**src/bmm_map.svh**
```systemverilog
// Constants of the banked memory address map: offsets, field positions, reset values, vectors.
// Assumes inclusion by bare name from the package and the design modules.
// Function
// [RL1] Program counter is 13 bits; only the low 2k words exist.
// [RL2] Fetches above the implemented space wrap into the low 2k words.
// [RL3] Reset starts at 0000h; a taken interrupt vectors to 0004h.
// [RL4] Four data banks; special function registers fill the low 32 of each.
// [RL5] RAM at 20h-7Fh in bank 0 and A0h-BFh in bank 1.
// [RL6] Top sixteen of banks 1, 2, 3 map onto bank 0 70h-7Fh.
// [RL7] Reads of unimplemented data locations return zero.
// [RL8] Direct address is seven opcode bits plus two bank-select bits.
// [RL9] Bank bits select the bank in binary, high flag most significant.
// [RL10] Indirect address is pointer's eight bits plus the indirect bank bit.
// [RL11] Each bank holds 128 bytes, reachable directly or indirectly.
`ifndef BMM_MAP_SVH
`define BMM_MAP_SVH

// ==========================================================================
// Program memory
`define BMM_PC_W 13
`define BMM_IMPL_AW 11
`define BMM_RESET_VEC 13'h0000
`define BMM_IRQ_VEC 13'h0004

// ==========================================================================
// Data memory
`define BMM_DADDR_W 9
`define BMM_BANK_OFS_W 7
`define BMM_SFR_END 7'h1F
`define BMM_GPR_LO 7'h20
`define BMM_B1_GPR_HI 7'h3F
`define BMM_COMMON_LO 7'h70
`define BMM_B1_RAM_SHIFT 7'h40
`define BMM_RAM_DEPTH 128

// ==========================================================================
// Register offsets (byte addresses) and fields
`define BMM_APB_AW 12
`define BMM_OFF_BANK 12'h000
`define BMM_OFF_PTR 12'h004
`define BMM_OFF_PC 12'h008
`define BMM_OFF_LAST 12'h00C
`define BMM_BANK_LOW_BIT 0
`define BMM_BANK_HIGH_BIT 1
`define BMM_IND_BANK_BIT 2
`define BMM_LAST_REGION_LSB 12
`define BMM_BANK_RESET 3'h0
`define BMM_PTR_RESET 8'h00

`endif

```
**src/bmm_pkg.sv**
```systemverilog
// Types shared by the banked memory address map modules.
// Assumes bmm_map.svh is reachable on the include path.
`include "bmm_map.svh"

package bmm_pkg;

  typedef enum logic [1:0] {
    BMM_REG_SFR,
    BMM_REG_GPR,
    BMM_REG_UNIMP
  } bmm_region_t;

  typedef struct packed {
    bmm_region_t region;
    logic [`BMM_BANK_OFS_W-1:0] ram_idx;
  } bmm_decode_t;

endpackage : bmm_pkg

```
**src/bmm_dec_if.sv**
```systemverilog
// Carrier between the top module and the data address decoder.
// Assumes one driver of the request side (top) and one of the answer side (decoder).
`timescale 1ns/1ns
`include "bmm_map.svh"

interface bmm_dec_if;
  import bmm_pkg::*;

  logic indirect;
  logic [`BMM_BANK_OFS_W-1:0] opcode_addr;
  logic bank_select_low;
  logic bank_select_high;
  logic indirect_bank_bit;
  logic [7:0] indirect_pointer;
  logic [`BMM_DADDR_W-1:0] eff_addr;
  bmm_decode_t decode;

  modport requester (
    output indirect, opcode_addr, bank_select_low, bank_select_high,
    output indirect_bank_bit, indirect_pointer,
    input eff_addr, decode
  );

  modport decoder (
    input indirect, opcode_addr, bank_select_low, bank_select_high,
    input indirect_bank_bit, indirect_pointer,
    output eff_addr, decode
  );

endinterface : bmm_dec_if

```
**src/bmm_decode.sv**
```systemverilog
// Data-memory address former and decoder, purely combinational.
// Assumes the requester holds its fields stable for the cycle of the access.
`timescale 1ns/1ns
`include "bmm_map.svh"

module bmm_decode
  import bmm_pkg::*;
(
  // Decode carrier
  bmm_dec_if.decoder dec
);

  // ==========================================================================
  // Region and RAM index of a nine-bit data address
  function automatic bmm_decode_t classify(input logic [`BMM_DADDR_W-1:0] a);
    bmm_decode_t d;
    logic [1:0] bank;
    logic [`BMM_BANK_OFS_W-1:0] ofs;
    bank = a[`BMM_DADDR_W-1:`BMM_BANK_OFS_W]; // RL9
    ofs = a[`BMM_BANK_OFS_W-1:0]; // RL11
    d.region = BMM_REG_UNIMP;
    d.ram_idx = '0;
    if (ofs <= `BMM_SFR_END) begin
      d.region = BMM_REG_SFR; // RL4
    end else if (bank == 2'b00) begin
      d.region = BMM_REG_GPR; // RL5
      d.ram_idx = ofs - `BMM_GPR_LO;
    end else if (ofs >= `BMM_COMMON_LO) begin
      // Shared bytes live once, in the bank 0 part of the array.
      d.region = BMM_REG_GPR; // RL6
      d.ram_idx = ofs - `BMM_GPR_LO;
    end else if (bank == 2'b01 && ofs <= `BMM_B1_GPR_HI) begin
      d.region = BMM_REG_GPR; // RL5
      d.ram_idx = ofs + `BMM_B1_RAM_SHIFT;
    end
    return d;
  endfunction : classify

  // ==========================================================================
  // Effective address
  always_comb begin
    if (dec.indirect) begin
      dec.eff_addr = {dec.indirect_bank_bit, dec.indirect_pointer}; // RL10
    end else begin
      dec.eff_addr = {dec.bank_select_high, dec.bank_select_low, dec.opcode_addr}; // RL8
    end
  end

  assign dec.decode = classify(dec.eff_addr);

endmodule : bmm_decode

```
**src/bmm_top.sv**
```systemverilog
// Banked memory address map: program counter, data RAM with banked decode, APB registers.
// Assumes the core datapath drives its strobes synchronously to sys_clk_in, one access a cycle.
`timescale 1ns/1ns
`include "bmm_map.svh"

module bmm_top
  import bmm_pkg::*;
#(
  parameter int RAM_DEPTH = `BMM_RAM_DEPTH
) (
  // Clock and reset
  input wire logic sys_clk_in,
  input wire logic reset_in,
  // APB slave
  input wire logic psel_in,
  input wire logic penable_in,
  input wire logic pwrite_in,
  input wire logic [`BMM_APB_AW-1:0] paddr_in,
  input wire logic [31:0] pwdata_in,
  input wire logic [3:0] pstrb_in,
  output logic [31:0] prdata_out,
  output logic pready_out,
  output logic pslverr_out,
  // Program fetch
  input wire logic pc_inc_in,
  input wire logic pc_load_in,
  input wire logic [`BMM_PC_W-1:0] pc_load_value_in,
  input wire logic irq_take_in,
  output logic [`BMM_PC_W-1:0] pc_out,
  output logic [`BMM_IMPL_AW-1:0] fetch_addr_out,
  // Data access
  input wire logic dm_req_in,
  input wire logic dm_write_in,
  input wire logic dm_indirect_in,
  input wire logic [`BMM_BANK_OFS_W-1:0] dm_opcode_addr_in,
  input wire logic [7:0] dm_wdata_in,
  output logic [7:0] dm_rdata_out,
  output logic dm_rvalid_out,
  // Special function register side
  output logic sfr_sel_out,
  output logic sfr_we_out,
  output logic [`BMM_DADDR_W-1:0] sfr_addr_out,
  input wire logic [7:0] sfr_rdata_in
);

  // ==========================================================================
  // Program counter
  logic [`BMM_PC_W-1:0] pc;
  logic [`BMM_PC_W-1:0] next_pc;

  always_comb begin
    next_pc = pc;
    if (irq_take_in) begin
      next_pc = `BMM_IRQ_VEC; // RL3
    end else if (pc_load_in) begin
      next_pc = pc_load_value_in;
    end else if (pc_inc_in) begin
      // The full 13-bit count rolls over naturally.
      next_pc = pc + `BMM_PC_W'(1); // RL1
    end
  end

  always_ff @(posedge sys_clk_in or posedge reset_in) begin
    if (reset_in) begin
      pc <= `BMM_RESET_VEC; // RL3
    end else begin
      pc <= next_pc;
    end
  end

  assign pc_out = pc;
  // Dropping the upper bits is the wrap into the implemented 2k words.
  assign fetch_addr_out = pc[`BMM_IMPL_AW-1:0]; // RL2

  // ==========================================================================
  // Bank and pointer registers, written over APB
  logic bank_select_low;
  logic bank_select_high;
  logic indirect_bank_bit;
  logic [7:0] indirect_pointer;
  logic next_bank_select_low;
  logic next_bank_select_high;
  logic next_indirect_bank_bit;
  logic [7:0] next_indirect_pointer;
  logic apb_access;
  logic apb_setup;
  logic apb_wr;
  logic addr_mapped;

  assign apb_setup = psel_in && !penable_in;
  assign apb_access = psel_in && penable_in;
  assign apb_wr = apb_access && pwrite_in && addr_mapped && pstrb_in[0];

  always_comb begin
    unique case (paddr_in)
      `BMM_OFF_BANK, `BMM_OFF_PTR, `BMM_OFF_PC, `BMM_OFF_LAST: addr_mapped = 1'b1;
      default: addr_mapped = 1'b0;
    endcase
  end

  always_comb begin
    next_bank_select_low = bank_select_low;
    next_bank_select_high = bank_select_high;
    next_indirect_bank_bit = indirect_bank_bit;
    next_indirect_pointer = indirect_pointer;
    if (apb_wr && paddr_in == `BMM_OFF_BANK) begin
      next_bank_select_low = pwdata_in[`BMM_BANK_LOW_BIT];
      next_bank_select_high = pwdata_in[`BMM_BANK_HIGH_BIT];
      next_indirect_bank_bit = pwdata_in[`BMM_IND_BANK_BIT];
    end
    if (apb_wr && paddr_in == `BMM_OFF_PTR) begin
      next_indirect_pointer = pwdata_in[7:0];
    end
  end

  always_ff @(posedge sys_clk_in or posedge reset_in) begin
    if (reset_in) begin
      {indirect_bank_bit, bank_select_high, bank_select_low} <= `BMM_BANK_RESET;
      indirect_pointer <= `BMM_PTR_RESET;
    end else begin
      bank_select_low <= next_bank_select_low;
      bank_select_high <= next_bank_select_high;
      indirect_bank_bit <= next_indirect_bank_bit;
      indirect_pointer <= next_indirect_pointer;
    end
  end

  // ==========================================================================
  // Address decode
  bmm_dec_if dec_bus();

  assign dec_bus.indirect = dm_indirect_in;
  assign dec_bus.opcode_addr = dm_opcode_addr_in;
  assign dec_bus.bank_select_low = bank_select_low;
  assign dec_bus.bank_select_high = bank_select_high;
  assign dec_bus.indirect_bank_bit = indirect_bank_bit;
  assign dec_bus.indirect_pointer = indirect_pointer;

  bmm_decode u_decode (
    .dec(dec_bus.decoder)
  );

  // ==========================================================================
  // Data RAM and read path
  logic [7:0] ram [RAM_DEPTH];
  logic ram_we;
  logic [7:0] dm_rdata;
  logic dm_rvalid;
  logic [`BMM_DADDR_W-1:0] last_addr;
  bmm_region_t last_region;
  logic [7:0] next_dm_rdata;
  logic next_dm_rvalid;
  logic [`BMM_DADDR_W-1:0] next_last_addr;
  bmm_region_t next_last_region;

  assign ram_we = dm_req_in && dm_write_in && dec_bus.decode.region == BMM_REG_GPR;
  assign sfr_sel_out = dm_req_in && dec_bus.decode.region == BMM_REG_SFR;
  assign sfr_we_out = sfr_sel_out && dm_write_in;
  assign sfr_addr_out = dec_bus.eff_addr;

  // Writes to unimplemented locations fall on the floor by design.
  always_ff @(posedge sys_clk_in) begin
    if (ram_we) begin
      ram[dec_bus.decode.ram_idx] <= dm_wdata_in; // RL11
    end
  end

  always_comb begin
    next_dm_rdata = dm_rdata;
    next_dm_rvalid = 1'b0;
    next_last_addr = last_addr;
    next_last_region = last_region;
    if (dm_req_in) begin
      next_last_addr = dec_bus.eff_addr;
      next_last_region = dec_bus.decode.region;
      if (!dm_write_in) begin
        next_dm_rvalid = 1'b1;
        unique case (dec_bus.decode.region)
          BMM_REG_SFR: next_dm_rdata = sfr_rdata_in;
          BMM_REG_GPR: next_dm_rdata = ram[dec_bus.decode.ram_idx];
          default: next_dm_rdata = 8'h00; // RL7
        endcase
      end
    end
  end

  always_ff @(posedge sys_clk_in or posedge reset_in) begin
    if (reset_in) begin
      dm_rdata <= 8'h00;
      dm_rvalid <= 1'b0;
      last_addr <= '0;
      last_region <= BMM_REG_SFR;
    end else begin
      dm_rdata <= next_dm_rdata;
      dm_rvalid <= next_dm_rvalid;
      last_addr <= next_last_addr;
      last_region <= next_last_region;
    end
  end

  assign dm_rdata_out = dm_rdata;
  assign dm_rvalid_out = dm_rvalid;

  // ==========================================================================
  // APB read data, captured in the setup cycle so the answer is zero-wait
  logic [31:0] prdata;
  logic [31:0] next_prdata;

  always_comb begin
    next_prdata = prdata;
    if (apb_setup) begin
      unique case (paddr_in)
        `BMM_OFF_BANK: next_prdata = {29'h0000_0000, indirect_bank_bit,
                                      bank_select_high, bank_select_low};
        `BMM_OFF_PTR: next_prdata = {24'h00_0000, indirect_pointer};
        `BMM_OFF_PC: next_prdata = {19'h0_0000, pc};
        `BMM_OFF_LAST: next_prdata = {18'h0_0000, last_region, 3'h0, last_addr};
        default: next_prdata = 32'h0000_0000;
      endcase
    end
  end

  always_ff @(posedge sys_clk_in or posedge reset_in) begin
    if (reset_in) begin
      prdata <= 32'h0000_0000;
    end else begin
      prdata <= next_prdata;
    end
  end

  assign prdata_out = prdata;
  assign pready_out = apb_access;
  assign pslverr_out = apb_access && !addr_mapped;

endmodule : bmm_top

```
**config.mk**
```make
export PLATFORM = sky130hd
export DESIGN_NAME = bmm_top
export DESIGN_NICKNAME = d
export VERILOG_FILES = /design/src/bmm_pkg.sv /design/src/bmm_dec_if.sv /design/src/bmm_decode.sv /design/src/bmm_top.sv
export VERILOG_INCLUDE_DIRS = /design/src
export SDC_FILE = /design/constraint.sdc
export NUM_CORES = 1
export LEC_CHECK = 0
export BUFFER_PORTS_ARGS = -buffer_cell sky130_fd_sc_hd__buf_2
export CORE_MARGIN = 10
export CORE_UTILIZATION = 50
export CTS_BUF_LIST = sky130_fd_sc_hd__clkbuf_4 sky130_fd_sc_hd__clkbuf_8
export CTS_CLUSTER_SIZE = 8
export DETAILED_ROUTE_END_ITERATION = 10
export HOLD_SLACK_MARGIN = 0.02
export PLACE_DENSITY = 0.67
export RECOVER_POWER = 100
export SYNTH_ARGS = -nofsm -noshare
export SYNTH_HDL_FRONTEND = slang
export SYNTH_SLANG_ARGS = --single-unit
```
**constraint.sdc**
```tcl
create_clock -name sys_clk_in -period 4.3 [get_ports sys_clk_in]
set_input_delay 0.215 -clock sys_clk_in [delete_from_list [all_inputs] [get_ports sys_clk_in]]
set_output_delay 0.215 -clock sys_clk_in [all_outputs]
set_load 0.03 [all_outputs]
```
==> flow_summary.toml <==
[sta]
setup_violations = 0
fmax_ghz = 0.233
min_period_over_period_pct = 99.8
tightest_slew_ps = 4110
tns_ps = 0
slew_violations = 681
period_minus_slack_ps = 4290
hold_viol_final = 0
worst_slack_ps = 10.2
skew_ps = 41.5
slew_headroom_pct = -174

[power]
sw_frac_of_total_pct = 23.1
power_frac_clock_pct = 40.1
intPower_w = 0.0166
switching_power_w = 0.00498
total_power_w = 0.0216
comb_power_share_pct = 6.1
p_leak_nw = 16.7
p_seq_share_pct = 53.9
vdd_drop_max_mv = 0.269
p_per_area_nw_per_um2 = 434

[layout]
multi_input_area_um2 = 8810
final_util_pct = 60.3
syn_to_final_growth_pct = 19.0
final_cell_mix = "edfxtp_1 (1024), nor2_1 (368), o22ai_1 (267)"
finalNetCount = 3464
regArea_um2 = 32200
final.fill_count = 6204
stdcell_area_um2 = 49700
final_common_cell = "edfxtp_1"
drive_above_1_share_pct = 20.3

[detailed_routing]
route.vias.total = 29400
drtIter0Drc = 4434
finalWirelength_um = 137000
ant_nets = 0
dr.pass1.iters = 9
vias_per_cell = 6.45
drc = 0
wl_per_cell_um = 30.0

[critical_path]
critical_path_class = "reg2reg"
cp_cell_sequence = "nand2_1 > o21a_2 > inv_1 > ha_1 > a221oi_4 > a31o_4 > or2_4 > buf_12 > buf_4 > o22ai_1 > nor4_2 > o22ai_1 > nor4_1 > buf_4 > nand4_1 > nand3_1"
crit_path_end_kind = "flip-flop"
worst_ep_required_time_ps = 5080
max_stage_delay_ps = 510
crit_arrival_ps = 5070
startpoint_type = "flip-flop"
cp_max_fo = 16
cp_slowest_cell = "nor4_2"
crit-reg2reg-launch = "dec_bus.indirect_pointer[5]"
crit_start = "dec_bus.indirect_pointer[5]"

[synthesis]
yosys-top-cells-area = "edfxtp_1 (74%), o22ai_1 (4.0%), dfrtp_1 (3.5%)"
yosysUniqueCellTypes = 77
ys.flop_type = "edfxtp_1"
synth_enable_flop_cells = 1024
ys_ff_latch = 1082
synth.yosys.seq_area_share_pct = 77.1
synth_top_area_cell = "edfxtp_1"
syn_area_um2 = 41800
syn_inst = 2792
synth_top_cell_area_share_pct = 73.6
avgSynthCellArea_um2 = 15.0
synthArstFlopShare_pct = 5.36
yosys_warnings = 0

[global_routing]
grt-ovfl-total = 0
antenna_found_initial = 6
grt_pass1_vias = 28500
grt_pass1_wl_um = 196000
grt_max_degree = 86
grt_use_total_pct = 28.1

[floorplanning]
initial_core_util_pct = 50.7
die_h_um = 309
dieArea_um2 = 95500
die_w_um = 309
num_rows = 105
coreArea_um2 = 82400
io_pins = 173

[cts]
clk_latency_ps = 850
clockBufferDepth = 3
clk_pin_slew_worst_paths_ps = 60
clock-sinks = 1082
cts_buffers = 170
cts_max_level = 4
cts_tree = "built"
cts-root-buf = "clkbuf_8"

[place]
dp_slack_ps = -190
hpwl_um = 88400
gp_congestion = 1.00
placed_cell_area_um2 = 46000
io_buffers = 127

[status]
violations = "max-capacitance violations, max-slew violations"
outcome = "complete, but fails checks"

[min_path]
hp-class = "in2reg"
hold_path.startpoint = "dm_opcode_addr_in[0]"

[job]
max_cap_viol_count = 10
state kept, by name (all words and copies together), names as in the netlist:
signal and cells:
last_region 2, pc_out 13, dm_rdata_out 8, dec_bus.indirect_pointer 8, dm_rvalid_out 1, bank_select_low 1, bank_select_high 1, ram 1024
last_addr 9, prdata_out 14, dec_bus.indirect_bank_bit 1
cell type report:
class / instances / area share, %
diodes: 1 / 0.00504
flip-flops and latches: 1082 / 64.8
clock inverters: 44 / 0.798
inverters: 16 / 0.121
multi-input cells: 1521 / 17.7
well taps: 1070 / 2.69
clock buffers: 251 / 5.97
repair buffers: 573 / 7.88
cells by family (layout without fill, tap and decap cells):
logic type	count (synthesis)	after routing	share of synthesized area [%]
fa+ha+maj	5	5	0.150
other cells	1	19	0.00898
xor+xnor	12	12	0.252
buf+inv	206	884	2.37
compound gates	647	647	10.5
mux	51	51	1.47
simple gates	788	788	8.15
flops	1082	1082	77.1
cells in the mapped netlist, drive strengths merged (23+ instances only):
cell type,count
o22a,24
o21ai,40
nor4,25
o221ai,32
nand3,44
a22oi,23
buf,104
edfxtp,1024
mux2i,27
nor2,373
nand2,201
a31oi,39
dfrtp,58
o22ai,267
clkbuf,86
a21oi,100
nor3,75
per-layer routing:
metal	vias up	GRT usage [%]	wire length, um	share of wire (%)
li1	12100	-	-	-
met1	14600	38.5	51100	37
met4	9	12.1	6060	4.4
met3	372	6.48	18400	13
met5	-	0.774	149	0.11
met2	2351	42.8	60900	45
timing repair:
| item | CTS | global route |
|---|---|---|
| setup endpoints to repair | 6 | 20 |
| hold buffers | 82 | 0 |
| endpoints found under the hold margin | 469 | 0 |
| gates resized for setup | 4 | 15 |
| setup buffers | 0 | 2 |
| cloned | 0 | 0 |
| pin swaps | 0 | 2 |
power by group through the flow:
stage               Sequential, W  Clock, W  Combinational, W
global route               0.0116   0.00918           0.00136
CTS                        0.0116   0.00873           0.00128
floorplan                  0.0118         0          0.000511
global placement           0.0118         0           0.00119
detailed placement         0.0118         0           0.00121
finish                     0.0116   0.00865           0.00131
worst paths after layout:
path | endpoint | slack [ps] | cells past startpoint
worst max-delay path | dm_rdata_out[2] | 10 | 16
worst min-delay path | last_addr[0] | 90 | 4
worst max register to register | dm_rdata_out[2] | 10 | 16
worst min register to register | prdata_out[8] | 490 | 2
max in group asynchronous | dm_rdata_out[4] | 1220 | 4
min in group asynchronous | pc_out[11] | 1190 | 4
per-stage QoR:
step | hold slack, ps | std cells
3_5_place_dp | 461 | 4178
2_1_floorplan | 281 | 2809
5_1_grt | 84.6 | 4558
4_1_cts | 23.6 | 4555
6_report | 85.5 | 4558
3_3_place_gp | 455 | 4178
critical path: cells and delay by family (launching register included):
| kind | cells | cell delay (ps) |
|---|---|---|
| AO/OA/AOI/OAI | 5 | 1140 |
| flip-flops | 1 | 400 |
| buffers and inverters | 4 | 730 |
| adder cells (fa/ha/maj) | 1 | 250 |
| AND/OR/NAND/NOR | 6 | 1680 |
No activity file was read; power rests on OpenSTA's default activity.
